File: src/verilog/wdog_pkg.sv
// Constants, register map and field layouts of the watchdog control block.
// Assumes a 32-bit APB master; each byte register sits in the low byte of one aligned word.
package wdog_pkg;

  // APB address width; byte address of a register is four times its index.
  localparam int unsigned ADDR_W = 16;

  // Register indices as printed, plus two of our own for interrupt status and mask.
  localparam logic [13:0] IDX_CS1  = 14'h3030;
  localparam logic [13:0] IDX_CS2  = 14'h3031;
  localparam logic [13:0] IDX_CNTH = 14'h3032;
  localparam logic [13:0] IDX_CNTL = 14'h3033;
  localparam logic [13:0] IDX_TOH  = 14'h3034;
  localparam logic [13:0] IDX_TOL  = 14'h3035;
  localparam logic [13:0] IDX_WINH = 14'h3036;
  localparam logic [13:0] IDX_WINL = 14'h3037;
  localparam logic [13:0] IDX_STAT = 14'h3038;
  localparam logic [13:0] IDX_MASK = 14'h3039;

  // Register selector; the order follows the index order above.
  typedef enum logic [3:0] {
    R_CS1, R_CS2, R_CNTH, R_CNTL, R_TOH, R_TOL, R_WINH, R_WINL, R_STAT, R_MASK, R_NONE
  } reg_e;

  // Reset values of the six configuration registers (control 1, control 2, timeout, window).
  localparam logic [7:0] CS1_RST  = 8'h80;
  localparam logic [7:0] CS2_RST  = 8'h01;
  localparam logic [7:0] TOH_RST  = 8'h09;
  localparam logic [7:0] TOL_RST  = 8'hc4;
  localparam logic [7:0] WIN_RST  = 8'h00;
  localparam logic [7:0] CFG_RST [6] = '{CS1_RST, CS2_RST, TOH_RST, TOL_RST, WIN_RST, WIN_RST};
  // Bits that a write stores, and bits that read back (reserved bits read zero).
  localparam logic [7:0] CFG_WMASK [6] = '{8'hff, 8'h93, 8'hff, 8'hff, 8'hff, 8'hff};
  localparam logic [7:0] CFG_RMASK [6] = '{8'hff, 8'hd3, 8'hff, 8'hff, 8'hff, 8'hff};
  localparam logic [7:0] CNT_RST  = 8'h00;
  localparam logic [7:0] STAT_RST = 8'h00;
  localparam logic [7:0] MASK_RST = 8'h04;

  // Field positions.
  localparam int unsigned TST_LSB      = 3;
  localparam int unsigned TST_MSB      = 4;
  localparam int unsigned CS2_FLAG_BIT = 6;
  localparam int unsigned ST_REFRESH   = 0;
  localparam int unsigned ST_UNLOCK    = 1;
  localparam int unsigned ST_WDINT     = 2;

  // Fast test select codes.
  localparam logic [1:0] TST_OFF  = 2'b00;
  localparam logic [1:0] TST_USER = 2'b01;
  localparam logic [1:0] TST_LOW  = 2'b10;
  localparam logic [1:0] TST_HIGH = 2'b11;

  // Key words written to the counter registers, high byte first.
  localparam logic [15:0] REFRESH_KEY1 = 16'ha602;
  localparam logic [15:0] REFRESH_KEY2 = 16'hb480;
  localparam logic [15:0] UNLOCK_KEY1  = 16'hc520;
  localparam logic [15:0] UNLOCK_KEY2  = 16'hd928;

  // Timing in bus clocks.
  localparam int unsigned SEQ_GAP_CLKS     = 16;
  localparam int unsigned UNLOCK_CLKS      = 128;
  localparam int unsigned FORCE_DELAY_CLKS = 128;
  localparam logic [3:0]  SEQ_GAP_LAST     = 4'(SEQ_GAP_CLKS - 1);
  localparam logic [6:0]  UNLOCK_LAST      = 7'(UNLOCK_CLKS - 1);
  localparam logic [6:0]  DELAY_LAST       = 7'(FORCE_DELAY_CLKS - 1);
  localparam logic [7:0]  PRESCALE_LAST    = 8'hff;

  // Field views of the two control registers.
  typedef struct packed {
    logic       en;
    logic       ie;
    logic       upd;
    logic [1:0] tst;
    logic       dbg;
    logic       wt;
    logic       stp;
  } cs1_s;

  typedef struct packed {
    logic       win;
    logic       flag;
    logic       rsv5;
    logic       pres;
    logic [1:0] rsv32;
    logic [1:0] clk_sel;
  } cs2_s;

endpackage

File: src/verilog/wdog_ctrl.sv
// Watchdog control block: APB register file, counter, refresh and unlock sequences, forced reset.
// Assumes chip mode levels and the vector fetch pulse are synchronous to pclk, and that the
// chip answers the forced reset request by pulsing sys_reset (any reset other than power-on).
module wdog_ctrl (
  // Clock and power-on reset
  input  wire logic                        pclk,
  input  wire logic                        presetn,
  // APB slave
  input  wire logic                        psel,
  input  wire logic                        penable,
  input  wire logic                        pwrite,
  input  wire logic [wdog_pkg::ADDR_W-1:0] paddr,
  input  wire logic [31:0]                 pwdata,
  output logic                             pready,
  output logic [31:0]                      prdata,
  output logic                             pslverr,
  // Chip state
  input  wire logic                        sys_reset,
  input  wire logic                        debug_mode,
  input  wire logic                        wait_mode,
  input  wire logic                        stop_mode,
  input  wire logic                        vector_fetch,
  // Requests to the chip
  output logic                             irq,
  output logic                             wdog_reset_req
);
  import wdog_pkg::*;

  typedef enum logic [1:0] {S_IDLE, S_REF, S_UNL} seq_e;
  typedef enum logic [1:0] {F_IDLE, F_WAIT_VEC, F_DELAY, F_FIRE} force_e;

  logic        pready_q;
  logic [31:0] prdata_q;
  logic        pslverr_q;
  logic        irq_q;
  logic        rst_req_q;
  logic [7:0]  cfg_q [6];
  logic [5:0]  once_q;
  logic [15:0] cnt_q;
  logic [7:0]  pre_q;
  logic [7:0]  hi_q;
  logic        hi_v_q;
  seq_e        seq_q;
  seq_e        seq_d;
  logic [3:0]  gap_q;
  logic        unl_open_q;
  logic [6:0]  unl_cnt_q;
  force_e      force_q;
  logic [6:0]  dly_q;
  logic [7:0]  stat_q;
  logic [7:0]  stat_set;
  logic [7:0]  mask_q;

  reg_e        sel;
  logic [2:0]  ci;
  logic        done;
  logic        wr;
  logic        rd;
  logic        answer;
  logic [7:0]  rd_byte;
  cs1_s        cs1;
  cs2_s        cs2;
  logic [7:0]  wval;
  logic        cfg_w;
  logic        cfg_open;
  logic        cfg_bad;
  logic        flag_clr;
  logic        run;
  logic        tick;
  logic        match;
  logic        timeout;
  logic [15:0] word;
  logic        word_v;
  logic        seq_bad;
  logic        refresh;
  logic        unlock;
  logic        early;
  logic        refresh_ok;
  logic        illegal;
  logic        trig;
  logic        wd_int_set;

  // Maps an APB byte address to a register; misaligned or unmapped addresses give R_NONE.
  function automatic reg_e decode(input logic [ADDR_W-1:0] a);
    logic [13:0] off;
    off = a[ADDR_W-1:2] - IDX_CS1;
    if (a[1:0] != 2'b00 || a[ADDR_W-1:2] < IDX_CS1 || a[ADDR_W-1:2] > IDX_MASK) begin
      return R_NONE;
    end
    return reg_e'(off[3:0]);
  endfunction

  // Maps a configuration register to its slot in the configuration storage.
  function automatic logic [2:0] cfg_idx(input reg_e r);
    unique case (r)
      R_CS1:   return 3'd0;
      R_CS2:   return 3'd1;
      R_TOH:   return 3'd2;
      R_TOL:   return 3'd3;
      R_WINH:  return 3'd4;
      default: return 3'd5;
    endcase
  endfunction

  // Bus decode and field views.
  always_comb begin
    sel    = decode(paddr);
    ci     = cfg_idx(sel);
    answer = psel & penable & ~pready_q;
    done   = psel & penable & pready_q;
    wr     = done & pwrite;
    rd     = done & ~pwrite;
    cs1    = cs1_s'(cfg_q[0]);
    cs2    = cs2_s'(cfg_q[1]);
  end

  // Read data multiplexer.
  always_comb begin
    unique case (sel)
      R_CS1, R_CS2, R_TOH, R_TOL, R_WINH, R_WINL: rd_byte = cfg_q[ci] & CFG_RMASK[ci];
      R_CNTH:  rd_byte = cnt_q[15:8];
      R_CNTL:  rd_byte = cnt_q[7:0];
      R_STAT:  rd_byte = stat_q;
      R_MASK:  rd_byte = mask_q;
      default: rd_byte = 8'h00;
    endcase
  end

  // APB answer: one wait state, then pready with data and error for unmapped addresses.
  always_ff @(posedge pclk or negedge presetn) begin
    if (!presetn) begin
      pready_q  <= 1'b0;
      prdata_q  <= 32'h0000_0000;
      pslverr_q <= 1'b0;
    end else begin
      pready_q  <= answer;
      pslverr_q <= answer & (sel == R_NONE);
      if (answer) begin
        prdata_q <= {24'h00_0000, rd_byte};
      end
    end
  end

  // A locked register may change only while the unlock window is open; otherwise a change
  // is illegal when updates are not allowed, and silently ignored when they are.
  always_comb begin
    cfg_w    = wr & (sel inside {R_CS1, R_CS2, R_TOH, R_TOL, R_WINH, R_WINL});
    wval     = pwdata[7:0] & CFG_WMASK[ci];
    cfg_open = ~once_q[ci] | unl_open_q;
    cfg_bad  = cfg_w & ~cfg_open & ~cs1.upd & (wval != (cfg_q[ci] & CFG_WMASK[ci]));
    flag_clr = wr & (sel == R_CS2) & pwdata[CS2_FLAG_BIT];
  end

  // Configuration storage; the test field survives every reset but power-on.
  always_ff @(posedge pclk or negedge presetn) begin
    if (!presetn) begin
      for (int i = 0; i < 6; i++) begin
        cfg_q[i] <= CFG_RST[i];
      end
      once_q <= 6'h00;
    end else if (sys_reset) begin
      for (int i = 0; i < 6; i++) begin
        cfg_q[i] <= CFG_RST[i];
      end
      cfg_q[0][TST_MSB:TST_LSB] <= cfg_q[0][TST_MSB:TST_LSB];
      once_q <= 6'h00;
    end else begin
      if (cfg_w && cfg_open) begin
        cfg_q[ci]  <= (cfg_q[ci] & ~CFG_WMASK[ci]) | wval;
        once_q[ci] <= 1'b1;
      end
      // The interrupt flag is set by hardware and cleared by writing one; the set wins.
      if (wd_int_set) begin
        cfg_q[1][CS2_FLAG_BIT] <= 1'b1;
      end else if (flag_clr) begin
        cfg_q[1][CS2_FLAG_BIT] <= 1'b0;
      end
    end
  end

  // Run qualification, prescaler tick and timeout compare.
  always_comb begin
    run  = cs1.en & ~(debug_mode & ~cs1.dbg) & ~(wait_mode & ~cs1.wt) & ~(stop_mode & ~cs1.stp);
    tick = ~cs2.pres | (pre_q == PRESCALE_LAST);
    unique case (cs1.tst)
      TST_LOW:          match = (cnt_q[7:0] == cfg_q[3]);
      TST_HIGH:         match = (cnt_q[15:8] == cfg_q[2]);
      TST_OFF, TST_USER: match = (cnt_q == {cfg_q[2], cfg_q[3]});
    endcase
    timeout = run & match;
  end

  // Watchdog counter; it holds at the timeout value until refreshed or reset.
  always_ff @(posedge pclk or negedge presetn) begin
    if (!presetn) begin
      cnt_q <= {CNT_RST, CNT_RST};
      pre_q <= 8'h00;
    end else if (sys_reset || refresh_ok) begin
      cnt_q <= {CNT_RST, CNT_RST};
      pre_q <= 8'h00;
    end else if (run) begin
      pre_q <= pre_q + 8'h01;
      if (tick && !match) begin
        cnt_q <= cnt_q + 16'h0001;
      end
    end
  end

  // Key words are assembled from a high byte write followed by a low byte write.
  always_ff @(posedge pclk or negedge presetn) begin
    if (!presetn) begin
      hi_q   <= 8'h00;
      hi_v_q <= 1'b0;
    end else if (sys_reset) begin
      hi_v_q <= 1'b0;
    end else if (wr && sel == R_CNTH) begin
      hi_q   <= pwdata[7:0];
      hi_v_q <= 1'b1;
    end else if (wr && sel == R_CNTL) begin
      hi_v_q <= 1'b0;
    end
  end

  // Sequence checker: any word other than the expected key, or a late second key, is illegal.
  always_comb begin
    word    = {hi_q, pwdata[7:0]};
    word_v  = wr & (sel == R_CNTL) & hi_v_q;
    seq_d   = seq_q;
    refresh = 1'b0;
    unlock  = 1'b0;
    seq_bad = wr & (sel == R_CNTL) & ~hi_v_q;
    unique case (seq_q)
      S_IDLE: begin
        if (word_v) begin
          if (word == REFRESH_KEY1) begin
            seq_d = S_REF;
          end else if (word == UNLOCK_KEY1) begin
            seq_d = S_UNL;
          end else begin
            seq_bad = 1'b1;
          end
        end
      end
      S_REF: begin
        if (word_v) begin
          seq_d   = S_IDLE;
          refresh = (word == REFRESH_KEY2);
          seq_bad = (word != REFRESH_KEY2);
        end else if (gap_q == SEQ_GAP_LAST) begin
          seq_d   = S_IDLE;
          seq_bad = 1'b1;
        end
      end
      S_UNL: begin
        if (word_v) begin
          seq_d   = S_IDLE;
          unlock  = (word == UNLOCK_KEY2) & cs1.upd;
          seq_bad = (word != UNLOCK_KEY2) | ~cs1.upd;
        end else if (gap_q == SEQ_GAP_LAST) begin
          seq_d   = S_IDLE;
          seq_bad = 1'b1;
        end
      end
    endcase
    early      = refresh & cs2.win & (cnt_q < {cfg_q[4], cfg_q[5]});
    refresh_ok = refresh & ~early;
    illegal    = cfg_bad | seq_bad | early;
    trig       = (timeout | illegal) & (force_q == F_IDLE);
    wd_int_set = trig & cs1.ie;
  end

  // Sequence state and the gap counter between the two key words.
  always_ff @(posedge pclk or negedge presetn) begin
    if (!presetn) begin
      seq_q <= S_IDLE;
      gap_q <= 4'h0;
    end else if (sys_reset) begin
      seq_q <= S_IDLE;
      gap_q <= 4'h0;
    end else begin
      seq_q <= seq_d;
      gap_q <= (seq_q == S_IDLE) ? 4'h0 : gap_q + 4'h1;
    end
  end

  // Unlock window: open for a fixed number of bus clocks after a good unlock.
  always_ff @(posedge pclk or negedge presetn) begin
    if (!presetn) begin
      unl_open_q <= 1'b0;
      unl_cnt_q  <= 7'h00;
    end else if (sys_reset) begin
      unl_open_q <= 1'b0;
      unl_cnt_q  <= 7'h00;
    end else if (unlock) begin
      unl_open_q <= 1'b1;
      unl_cnt_q  <= 7'h00;
    end else if (unl_open_q) begin
      unl_cnt_q <= unl_cnt_q + 7'h01;
      if (unl_cnt_q == UNLOCK_LAST) begin
        unl_open_q <= 1'b0;
      end
    end
  end

  // Forced reset sequencer; the request stays high until the chip resets the block.
  always_ff @(posedge pclk or negedge presetn) begin
    if (!presetn) begin
      force_q   <= F_IDLE;
      dly_q     <= 7'h00;
      rst_req_q <= 1'b0;
    end else if (sys_reset) begin
      force_q   <= F_IDLE;
      dly_q     <= 7'h00;
      rst_req_q <= 1'b0;
    end else begin
      unique case (force_q)
        F_IDLE: begin
          if (trig && cs1.ie) begin
            force_q <= F_WAIT_VEC;
          end else if (trig) begin
            force_q   <= F_FIRE;
            rst_req_q <= 1'b1;
          end
        end
        F_WAIT_VEC: begin
          if (vector_fetch) begin
            force_q <= F_DELAY;
            dly_q   <= 7'h00;
          end
        end
        F_DELAY: begin
          dly_q <= dly_q + 7'h01;
          if (dly_q == DELAY_LAST) begin
            force_q   <= F_FIRE;
            rst_req_q <= 1'b1;
          end
        end
        F_FIRE: begin
          force_q <= F_FIRE;
        end
      endcase
    end
  end

  // Sticky event status, cleared by reading it; a new event in the read cycle survives.
  always_comb begin
    stat_set             = 8'h00;
    stat_set[ST_REFRESH] = refresh_ok;
    stat_set[ST_UNLOCK]  = unlock;
    stat_set[ST_WDINT]   = wd_int_set;
  end

  // Status, mask and the interrupt line.
  always_ff @(posedge pclk or negedge presetn) begin
    if (!presetn) begin
      stat_q <= STAT_RST;
      mask_q <= MASK_RST;
      irq_q  <= 1'b0;
    end else if (sys_reset) begin
      stat_q <= STAT_RST;
      mask_q <= MASK_RST;
      irq_q  <= 1'b0;
    end else begin
      stat_q <= (rd && sel == R_STAT) ? stat_set : (stat_q | stat_set);
      if (wr && sel == R_MASK) begin
        mask_q <= pwdata[7:0];
      end
      irq_q <= |(stat_q & mask_q);
    end
  end

  assign pready         = pready_q;
  assign prdata         = prdata_q;
  assign pslverr        = pslverr_q;
  assign irq            = irq_q;
  assign wdog_reset_req = rst_req_q;

endmodule

File: config.mk
export PLATFORM = sky130hd
export DESIGN_NAME = wdog_ctrl
export DESIGN_NICKNAME = d
export VERILOG_FILES = /design/src/verilog/wdog_pkg.sv /design/src/verilog/wdog_ctrl.sv
export SDC_FILE = /design/constraint.sdc
export NUM_CORES = 1
export LEC_CHECK = 0
export ABC_CLOCK_PERIOD_IN_PS = 3180
export BUFFER_PORTS_ARGS = -buffer_cell sky130_fd_sc_hd__buf_2
export CAP_MARGIN = 30
export CORE_MARGIN = 5
export CORE_UTILIZATION = 30
export CTS_BUF_LIST = sky130_fd_sc_hd__clkbuf_8
export DETAILED_ROUTE_END_ITERATION = 12
export PLACE_DENSITY_LB_ADDON = 0.3
export SLEW_MARGIN = 20
export SYNTH_ARGS = -nofsm -noshare
export SYNTH_HDL_FRONTEND = slang
export SYNTH_SLANG_ARGS = --single-unit
File: constraint.sdc
create_clock -name pclk -period 3.18 [get_ports pclk]
set_input_delay 0.159 -clock pclk [delete_from_list [all_inputs] [get_ports pclk]]
set_output_delay 0.159 -clock pclk [all_outputs]
set_load 0.02 [all_outputs]
# Word-level counts from Yosys, hierarchy flattened
# Memories as Yosys holds them, arrays and structs flattened.
# Index checks and enable logic that the tools add are counted.
[totals] reg_bits=138 mem_count=2 mem_bits_ro=128 elab_cells=259 input_bits=58
[mem_list] memory="(no name shown)" words=8 word_bits=8 read_ports=1 rd_ports_with_merged_regs=0 wr=0 line_no="wdog_ctrl.sv:169" text="cfg_q[ci] <= (cfg_q[ci] & ~CFG_WMASK[ci]) | wval;"
[mem_list] memory="(no name shown)" words=8 word_bits=8 read_ports=1 rd_ports_with_merged_regs=0 wr=0 line_no="wdog_ctrl.sv:120" text="R_CS1, R_CS2, R_TOH, R_TOL, R_WINH, R_WINL: rd_byte = cfg_q[ci] & CFG_RMASK[ci];"
[classes] n_eq_ne=40 reduce_logical=39 n_lt_le_gt_ge=7 bitwise_logic=59 muxes=80 add_sub_neg=6
[op_table] cell="$mux 8" n=13
[op_table] cell="$mux 48" n=2
[op_table] cell="$eq 16x16->1 const B" n=4
[op_table] cell="$bwmux 48" n=1
[op_table] cell="$mux 16" n=3
[op_table] cell="$and 8x8->8" n=5
[op_table] cell="$pmux 8 s5" n=1
[op_table] cell="$mux 7" n=5
[op_table] cell="$ne 16x16->1 const B" n=2
[op_table] cell="$and 1x1->1" n=28
[op_table] cell="$mux 1" n=27
[op_table] cell="$bmux 8 s3" n=1
[op_table] cell="$demux 8 s3" n=1
[op_table] cell="$mux 2" n=11
[op_table] cell="$add 16x1->16 const B" n=1
[op_table] cell="$eq 16x16->1" n=1
[op_table] cell="$eq 4x3->1 const B" n=4
[op_table] cell="$eq 4x4->1 const B" n=4
[op_table] cell="$eq 8x8->1" n=2
[op_table] cell="$lt 16x16->1" n=1
[op_table] cell="$mux 4" n=4
[op_table] cell="$ne 3x3->1 const B" n=5
[op_table] cell="$not 1->1" n=15
[op_table] cell="$pmux 3 s5" n=1
[op_table] cell="other kinds (49)" n=89

# Depth between registers and ports, before layout
# Gate-level depths: netlist (run 1).
[depth] word_depth=23 mapped_depth=13 ltp_nobuf=12

# Least setup slack after synthesis (run 1)
# Ideal clock, no wire load.
[synth_timing] kind="input-to-reg" from="input paddr[13] in the netlist's numbering" to="register cfg_q (netlist bit cs1[4])" arrival_ns=2.570 cell_stages=10 required_ns=3.052 path_slack_ns=0.482 n_path_buf=1 setup_time_ns=0.128 cell_sequence="or4_4 -> nor3_4 -> nand2_2 -> a21oi_1 -> a221oi_2 -> a211oi_4 -> and3_1 -> buf_4 -> and2b_1 -> mux2_1"
[synth_via] elab_chain_len=15
[synth_rtl] item="start: declaration" line_no="wdog_ctrl.sv:12" text="input wire logic [wdog_pkg::ADDR_W-1:0] paddr,"
[synth_rtl] item="$lt 14x14->1" line_no="wdog_ctrl.sv:87" text="if (a[1:0] != 2'b00 || a[ADDR_W-1:2] < IDX_CS1 || a[ADDR_W-1:2] > IDX_MASK) begin"
[synth_rtl] item="$logic_or 1x1->1" line_no="wdog_ctrl.sv:87"
[synth_rtl] item="$logic_or 1x1->1 *" line_no="wdog_ctrl.sv:87"
[synth_rtl] item="$mux 1 *" line_no="wdog_ctrl.sv:87"
[synth_rtl] item="$mux 4 *" line_no="wdog_ctrl.sv:90" text="return reg_e'(off[3:0]);"
[synth_rtl] item="$eq 4x3->1 (tied with other cells)" line_no="wdog_ctrl.sv:95, wdog_ctrl.sv:147"
[synth_rtl] item="$pmux 3 s5" line_no="wdog_ctrl.sv:95" text="unique case (r)"
[synth_rtl] item="$not 3->4" line_no="wdog_ctrl.sv:148, wdog_ctrl.sv:169"
[synth_rtl] item="$mem_v2 8x8"
[synth_rtl] item="$mux 8 (not written as such) (2 in series)" line_no="wdog_ctrl.sv:169"
[synth_rtl] item="$not 8->8" line_no="wdog_ctrl.sv:169"
[synth_rtl] item="$and 8x8->8" line_no="wdog_ctrl.sv:169"
[synth_rtl] item="$or 8x8->8" line_no="wdog_ctrl.sv:169"
[synth_rtl] item="$bwmux 48" line_no="wdog_ctrl.sv:169"
[synth_rtl] item="end signal: indexed assignment" line_no="wdog_ctrl.sv:163" text="cfg_q[i] <= CFG_RST[i];"
[synth_rtl] item="end signal: indexed assignment" line_no="wdog_ctrl.sv:165" text="cfg_q[0][TST_MSB:TST_LSB] <= cfg_q[0][TST_MSB:TST_LSB];"
[synth_rtl] item="end signal: indexed assignment" line_no="wdog_ctrl.sv:169"
[synth_rtl] item="end: declaration" line_no="wdog_ctrl.sv:37" text="logic [7:0] cfg_q [6];"
# Every way passes the cells marked *; elsewhere a longest branch is shown, timed or not. The select of a mux whose other input is x is not followed.
# A chain may end at the register's enable or synchronous reset.

# Final worst setup path (run 1)
[layout_timing] from="register cfg_q[10] in the netlist's numbering" to="register rst_req_q, in the netlist wdog_reset_req"
[layout_via] elab_chain_len=13
[layout_rtl] item="start signal: indexed assignment" line_no="wdog_ctrl.sv:158" text="cfg_q[i] <= CFG_RST[i];"
[layout_rtl] item="start signal: indexed assignment" line_no="wdog_ctrl.sv:163"
[layout_rtl] item="start signal: indexed assignment" line_no="wdog_ctrl.sv:165"
[layout_rtl] item="$bmux 8 s3" line_no="wdog_ctrl.sv:150" text="cfg_bad = cfg_w & ~cfg_open & ~cs1.upd & (wval != (cfg_q[ci] & CFG_WMASK[ci]));"
[layout_rtl] item="$mux 8 (not written as such) (2 in series)" line_no="wdog_ctrl.sv:150"
[layout_rtl] item="$and 8x8->8" line_no="wdog_ctrl.sv:150"
[layout_rtl] item="$ne 8x8->1" line_no="wdog_ctrl.sv:150"
[layout_rtl] item="$and 1x1->1" line_no="wdog_ctrl.sv:150"
[layout_rtl] item="$or 1x1->1" line_no="wdog_ctrl.sv:267" text="illegal = cfg_bad | seq_bad | early;"
[layout_rtl] item="$or 1x1->1 *" line_no="wdog_ctrl.sv:267"
[layout_rtl] item="$or 1x1->1 *" line_no="wdog_ctrl.sv:268" text="trig = (timeout | illegal) & (force_q == F_IDLE);"
[layout_rtl] item="$and 1x1->1 *" line_no="wdog_ctrl.sv:268"
[layout_rtl] item="$logic_and 1x1->1" line_no="wdog_ctrl.sv:318" text="if (trig && cs1.ie) begin"
[layout_rtl] item="$ne 3x3->1 (no line)"
[layout_rtl] item="$reduce_and 4->1 (no line) *"
[layout_rtl] item="end signal: assignment" line_no="wdog_ctrl.sv:314" text="rst_req_q <= 1'b0;"
[layout_rtl] item="end signal: assignment" line_no="wdog_ctrl.sv:322" text="rst_req_q <= 1'b1;"
[layout_rtl] item="end signal: assignment" line_no="wdog_ctrl.sv:335" text="rst_req_q <= 1'b1;"
[layout_rtl] item="end: declaration" line_no="wdog_ctrl.sv:36" text="logic rst_req_q;"
# Marks and branches as above.

==> results of run 1 <==
[flip-flops by register name, indices dropped and copies added (netlist names), 8 cells and up]
signal  count
mask_q      8
prdata      8
cnt_q      16
pre_q       8
cfg_q      32
hi_q        8
cs2         8
cs1         8
[power groups by stage]
stage | clock, mW | combinational (mW) | sequential (mW)
final | 1.53 | 0.297 | 1.73
after global routing | 1.64 | 0.327 | 1.73
after global placement | 0 | 0.289 | 1.76
after detailed placement | 0 | 0.292 | 1.76
after CTS | 1.56 | 0.295 | 1.73
after floorplan | 0 | 0.165 | 1.77
[final timing paths]
kind	from	endpoint	slack, ns	cells past startpoint
hold / removal	pwdata[2]	mask_q[2]	0.04	3
min in group asynchronous	presetn	cs2[1]	0.22	2
setup / recovery	cfg_q[10]	wdog_reset_req	0.28	13
setup reg to reg	cfg_q[10]	wdog_reset_req	0.28	13
max in group asynchronous	presetn	pre_q[6]	1.98	4
hold reg to reg	gap_q[0]	gap_q[0]	0.47	1
[layout by cell type (no fill, tap or decap), types with 4 or more instances in the layout]
cell type and n:
a211o_1 8, a211oi_1 10, a21o_1 5, a21oi_1 54, a22o_1 4, a22oi_1 4
a31oi_1 12, and2_1 4, and3_1 17, and4_1 6, buf_2 44, buf_4 43
clkbuf_8 21, conb_1 24, dfrtp_1 125, dfstp_2 8, ha_1 23, inv_1 36
mux2_2 8, mux2i_1 29, nand2_1 81, nand2b_1 9, nand3_1 22, nand4_1 20
nor2_1 125, nor2b_1 9, nor3_1 17, nor3_2 5, nor4_1 9, nor4b_1 4
o21ai_0 16, xnor2_1 29, xor2_1 24
[cell families after synthesis]
kind of cell	after synthesis	synth area share
AND/OR/NAND/NOR	352	0.223
AO/OA/AOI/OAI	159	0.144
flip-flops	133	0.423
buffers and inverters	98	0.0615
XOR/XNOR	53	0.0588
multiplexers	40	0.0534
adder cells (fa/ha/maj)	23	0.0364
other	1	0.000475
[metal layers]
layer / vias up / global-route usage / wire length, um / share of wire
li1: 3120 / - / - / -
met1: 3214 / 0.238 / 11000 / 0.46
met2: 249 / 0.246 / 10500 / 0.45
met3: 33 / 0.0274 / 1580 / 0.067
met4: 0 / 0.0588 / 561 / 0.024
met5: - / 0 / 0 / 0
[area by class of cell]
type	instances	area, sq um
Clock buffer	21	289
Clock inverter	11	134
Fill cell	2708	16900
Inverter	34	128
Multi-Input combinational cell	651	4160
Sequential cell	133	3340
Tap cell	335	419
Timing Repair Buffer	92	612
[worst max-delay path, cell delays in order (launching register included)]
cell      delay, ns
dfrtp_1        0.43
inv_1          0.08
ha_1           0.31
a21o_1         0.16
a21o_1         0.17
a221o_1        0.34
a221oi_1       0.27
o21ai_0        0.24
nor2_1         0.14
nor4_1         0.06
buf_4          0.16
o21ai_0        0.15
a21oi_1        0.09
o41ai_2        0.19
[through the flow]
step | total power [mW] | cell area (sq um) | setup WS, ns | hold WS (ns) | utilization
floorplan | 1.93 | 7990 | 0.482 | -0.137 | -
global placement | 2.05 | 8600 | 0.110 | 0.333 | 0.331
detailed placement | 2.05 | 8600 | 0.0782 | 0.329 | 0.331
CTS | 3.59 | 9050 | 0.273 | 0.00597 | 0.348
global route | 3.70 | 9080 | 0.0949 | 0.0410 | 0.349
finish | 3.55 | 9080 | 0.282 | 0.0391 | 0.349
[repair_timing]
| item | 4_1_cts | 5_1_grt |
|---|---|---|
| endpoints found under the setup margin | 0 | 0 |
| setup buffers | 0 | 0 |
| hold buffers | 3 | 0 |
| resized for setup | 0 | 0 |
| endpoints found under the hold margin | 84 | 0 |
==> out/results.ini, run 1 <==
[outcome]
outcome = finished, final reports clean

[pwr]
pwr_density_cell_nw_per_um2 = 391
p_seq_frac = 0.486
clkPwrFrac = 0.430
p_sw_uw = 910
combPwrFrac = 0.084
swShare = 0.256
p_leak_nw = 3.95
p_int_mw = 2.64
irDropWorstVdd_mv = 0.211

[floorplan]
chipWidth_um = 172
ios = 94
die_h_um = 172
die_area_sq_um = 29700
core_sq_um = 26000
start_util = 0.304
rows = 59

[sta]
slew_headroom = 0.489
tightest_slew_ns = 0.761
min_period_over_period = 0.911
fmax_mhz = 345
period_needed_ns = 2.90
clock_skew_ns = 0.0124
maxSlewViolCount = 0
rsz0062_at_grt = no
fin_setup_tns_ns = 0
setup-violations-final = 0
hold_viol = 0

[layout]
syn_to_final_growth_pct = 15.0
n_antenna_cell = 0
drive_above_1_share = 0.175
stdcell_count = 1277
fin_nets = 1010

[synthesis]
synth_cell_types = 86
synth_area_leaders = dfrtp_1, nor2_1, nand2_1
synth_edf_count = 0
synth.cell_area_sq_um = 7900
ys_seq_area_frac = 0.423
synth.avg_cell_area_sq_um = 9.20
synthTopCellsByCount = dfrtp_1, nor2_1, nand2_1, a21oi_1, inv_1
synth_area_leader_cell = dfrtp_1
synth_flop_cell = dfrtp_1
netlist.area_leader.share = 0.396
syn_inst = 859
ys_ff_latch = 133
synthArstFlopShare = 1.00
synth.yosys.warnings = 0

[setup_path]
crit_required_ns = 3.53
crit_type = flip-flop to flip-flop
cp.arrival_ns = 3.25
start_kind = flip-flop
worstSetupEndpointType = flip-flop
cp_max_fo = 3

[placed_design]
dpl.hpwl_um = 17600
gp_routability_congestion = 0.940
port_buffers = 45
dpl.cell_count = 1241

[route]
num_vias = 6616
dr.first_iter.drc_count = 553
ant_nets = 0
first_pass_iters = 6
routed_wl_um = 23700
routed_via_density = 5.18
drc = 0
wl_per_cell_um = 18.5

[grt]
grt_pass1_wl_um = 37000
antenna_found_initial = 0
globalRouteTotalUtil = 0.164
grt_max_degree = 92
grt_pass1_vias = 6367
grt.overflow.total = 0

[job]
drv_cap = 0

[cts]
root_buffer = clkbuf_8
cts_tree = done
cts_buffers = 17
clkTransAtPathRegs_ns = 0.08
clk_latency_ns = 0.45
cts-htree-levels = 4
cts_buffer_depth = 2
cts_sinks = 133

[hold_path]
min_path_type = input port to flip-flop

Note: power is estimated with default switching activity, not from simulation.
==> run 2: changes to the inputs <==
--- a/config.mk
+++ b/config.mk
@@ -5,14 +5,17 @@
 export SDC_FILE = /design/constraint.sdc
 export NUM_CORES = 1
 export LEC_CHECK = 0
-export ABC_CLOCK_PERIOD_IN_PS = 3180
+export ABC_CLOCK_PERIOD_IN_PS = 3700
 export BUFFER_PORTS_ARGS = -buffer_cell sky130_fd_sc_hd__buf_2
 export CAP_MARGIN = 30
+export CELL_PAD_IN_SITES_DETAIL_PLACEMENT = 0
+export CELL_PAD_IN_SITES_GLOBAL_PLACEMENT = 1
 export CORE_MARGIN = 5
 export CORE_UTILIZATION = 30
 export CTS_BUF_LIST = sky130_fd_sc_hd__clkbuf_8
 export DETAILED_ROUTE_END_ITERATION = 12
 export PLACE_DENSITY_LB_ADDON = 0.3
+export SKIP_CTS_REPAIR_TIMING = 1
 export SLEW_MARGIN = 20
 export SYNTH_ARGS = -nofsm -noshare
 export SYNTH_HDL_FRONTEND = slang
==> constraint.sdc (replaced) <==
create_clock -name pclk -period 3.7 [get_ports pclk]
set_input_delay 0.185 -clock pclk [delete_from_list [all_inputs] [get_ports pclk]]
set_output_delay 0.185 -clock pclk [all_outputs]
set_load 0.02 [all_outputs]
==> out/results.ini, run 2 (synthesized netlist as in run 1, its figures left out) <==
[layout]
n_antenna_cell = 0
syn_to_final_growth_pct = 12.6
top_register = cfg_q
fin_nets = 986
drive_above_1_share = 0.157
largest_reg_flops = 32
largest_registers = cfg_q: 32 flops, cnt_q: 16 flops
stdcell_count = 1253
final_area_sq_um = 8900
final_cell_mix = nor2_1, dfrtp_1, nand2_1
fill_cells = 2732

[route]
routed_via_density = 5.14
first_pass_iters = 4
dr.first_iter.drc_count = 501
num_vias = 6440
routed_wl_um = 24400
drc = 0
ant_nets = 0
wl_per_cell_um = 19.5

[sta]
period_needed_ns = 3.02
fin_setup_tns_ns = 0
slew_headroom = 0.420
min_period_over_period = 0.817
hold_viol = 0
clock_skew_ns = 0.0123
tightest_slew_ns = 0.870
rsz0062_at_grt = no
fmax_mhz = 331
maxSlewViolCount = 0
setup-violations-final = 0

[setup_path]
cp_top_family = compound AO/OA/AOI/OAI gates
cp_max_fo = 7
critical_path_buf_inv_count = 1
cp.arrival_ns = 3.38
cp_cell_sequence = ha_1 -> a21o_1 -> a21o_1 -> a221o_1 -> a221oi_1 -> o21ai_0 -> nor2_1 -> nor4_1 -> buf_4 -> o21ai_0 -> a21oi_1 -> o41ai_2
cp_slowest_cell = dfrtp_1
crit_required_ns = 4.06
worstSetupEndpointType = flip-flop
crit_path_max_incr_delay_ns = 0.57
start_kind = flip-flop
crit_type = flip-flop to flip-flop

[placed_design]
dpl.cell_count = 1219
dpl.hpwl_um = 17800
port_buffers = 45
placed_area_sq_um = 8450
gp_routability_congestion = 0.942

[cts]
clkTransAtPathRegs_ns = 0.08
cts_buffers = 17
cts_tree = done
root_buffer = clkbuf_8
cts_sinks = 133
clk_latency_ns = 0.47
cts-htree-levels = 4
cts_buffer_depth = 2

[floorplan]
die_h_um = 172
rows = 59
start_util = 0.304
core_sq_um = 26000
die_area_sq_um = 29700
chipWidth_um = 172
ios = 94

[job]
drv_cap = 0

[pwr]
irDropWorstVdd_mv = 0.204
pwr_density_cell_nw_per_um2 = 346
p_leak_nw = 3.82

[grt]
grt_pass1_vias = 6033
grt_pass1_wl_um = 37100
grt.overflow.total = 0
grt_max_degree = 88
globalRouteTotalUtil = 0.166
antenna_found_initial = 0

[hold_path]
min_path_type = input port to flip-flop

[outcome]
outcome = finished, final reports clean

-- run 2: cell types whose count changed in the layout (fill, tap and decap cells not counted), sizes merged --
cell | before | now
inv | 36 | 35
clkbuf | 21 | 20
buf | 89 | 66
clkinv | 3 | 5
dlygate4sd3 | 3 | 2
-- run 2: worst paths after layout --
path                         startpoint             end  slack (ns)  cells past startpoint
max                           cnt_q[10]  wdog_reset_req        0.68                     12
min                        vector_fetch      force_q[0]        0.04                      4
max reg2reg                   cnt_q[10]  wdog_reset_req        0.68                     12
min reg2reg                    gap_q[0]        gap_q[0]        0.47                      1
max in group asynchronous       presetn          cs2[0]        2.56                      3
min in group asynchronous       presetn       cfg_q[12]        0.35                      2
-- run 2: routing by layer --
metal | wire length (um) | vias up | global-route usage
met5 | 0 | - | 0
met4 | 582 | 0 | 0.0567
met3 | 1160 | 35 | 0.0286
met2 | 10700 | 156 | 0.250
met1 | 12000 | 3161 | 0.242
li1 | - | 3088 | -
-- run 2: area by class of cell --
| cell class | instances | area, sq um | share of cell area |
|---|---|---|---|
| inverters | 34 | 128 | 0.0143 |
| clock inverters | 12 | 153 | 0.0172 |
| repair buffers | 68 | 422 | 0.0474 |
| clock buffers | 20 | 275 | 0.0309 |
| flip-flops and latches | 133 | 3340 | 0.375 |
| well taps | 335 | 419 | 0.0471 |
| multi-input cells | 651 | 4160 | 0.468 |
-- run 2: worst reg2reg max path: stages, from the launching register on --
cell and delay (ns):
dfrtp_1 0.57, ha_1 0.32, a21o_1 0.16, a21o_1 0.17, a221o_1 0.34, a221oi_1 0.27
o21ai_0 0.29, nor2_1 0.17, nor4_1 0.06, buf_4 0.17, o21ai_0 0.13, a21oi_1 0.08
o41ai_2 0.19
-- run 2: power breakdown --
group	switching [mW]	internal (mW)
sequential	0.0169	1.47
clock	0.625	0.719
combinational	0.180	0.0664
-- run 2: through the flow --
stage,util,hold slack [ns],setup slack [ns],power [mW]
2_1_floorplan,-,-0.111,0.976,1.66
3_3_place_gp,0.325,0.335,0.521,1.76
3_5_place_dp,0.325,0.330,0.513,1.76
4_1_cts,0.342,-0.171,0.645,3.10
5_1_grt,0.342,0.0365,0.505,3.19
6_report,0.342,0.0415,0.677,3.08
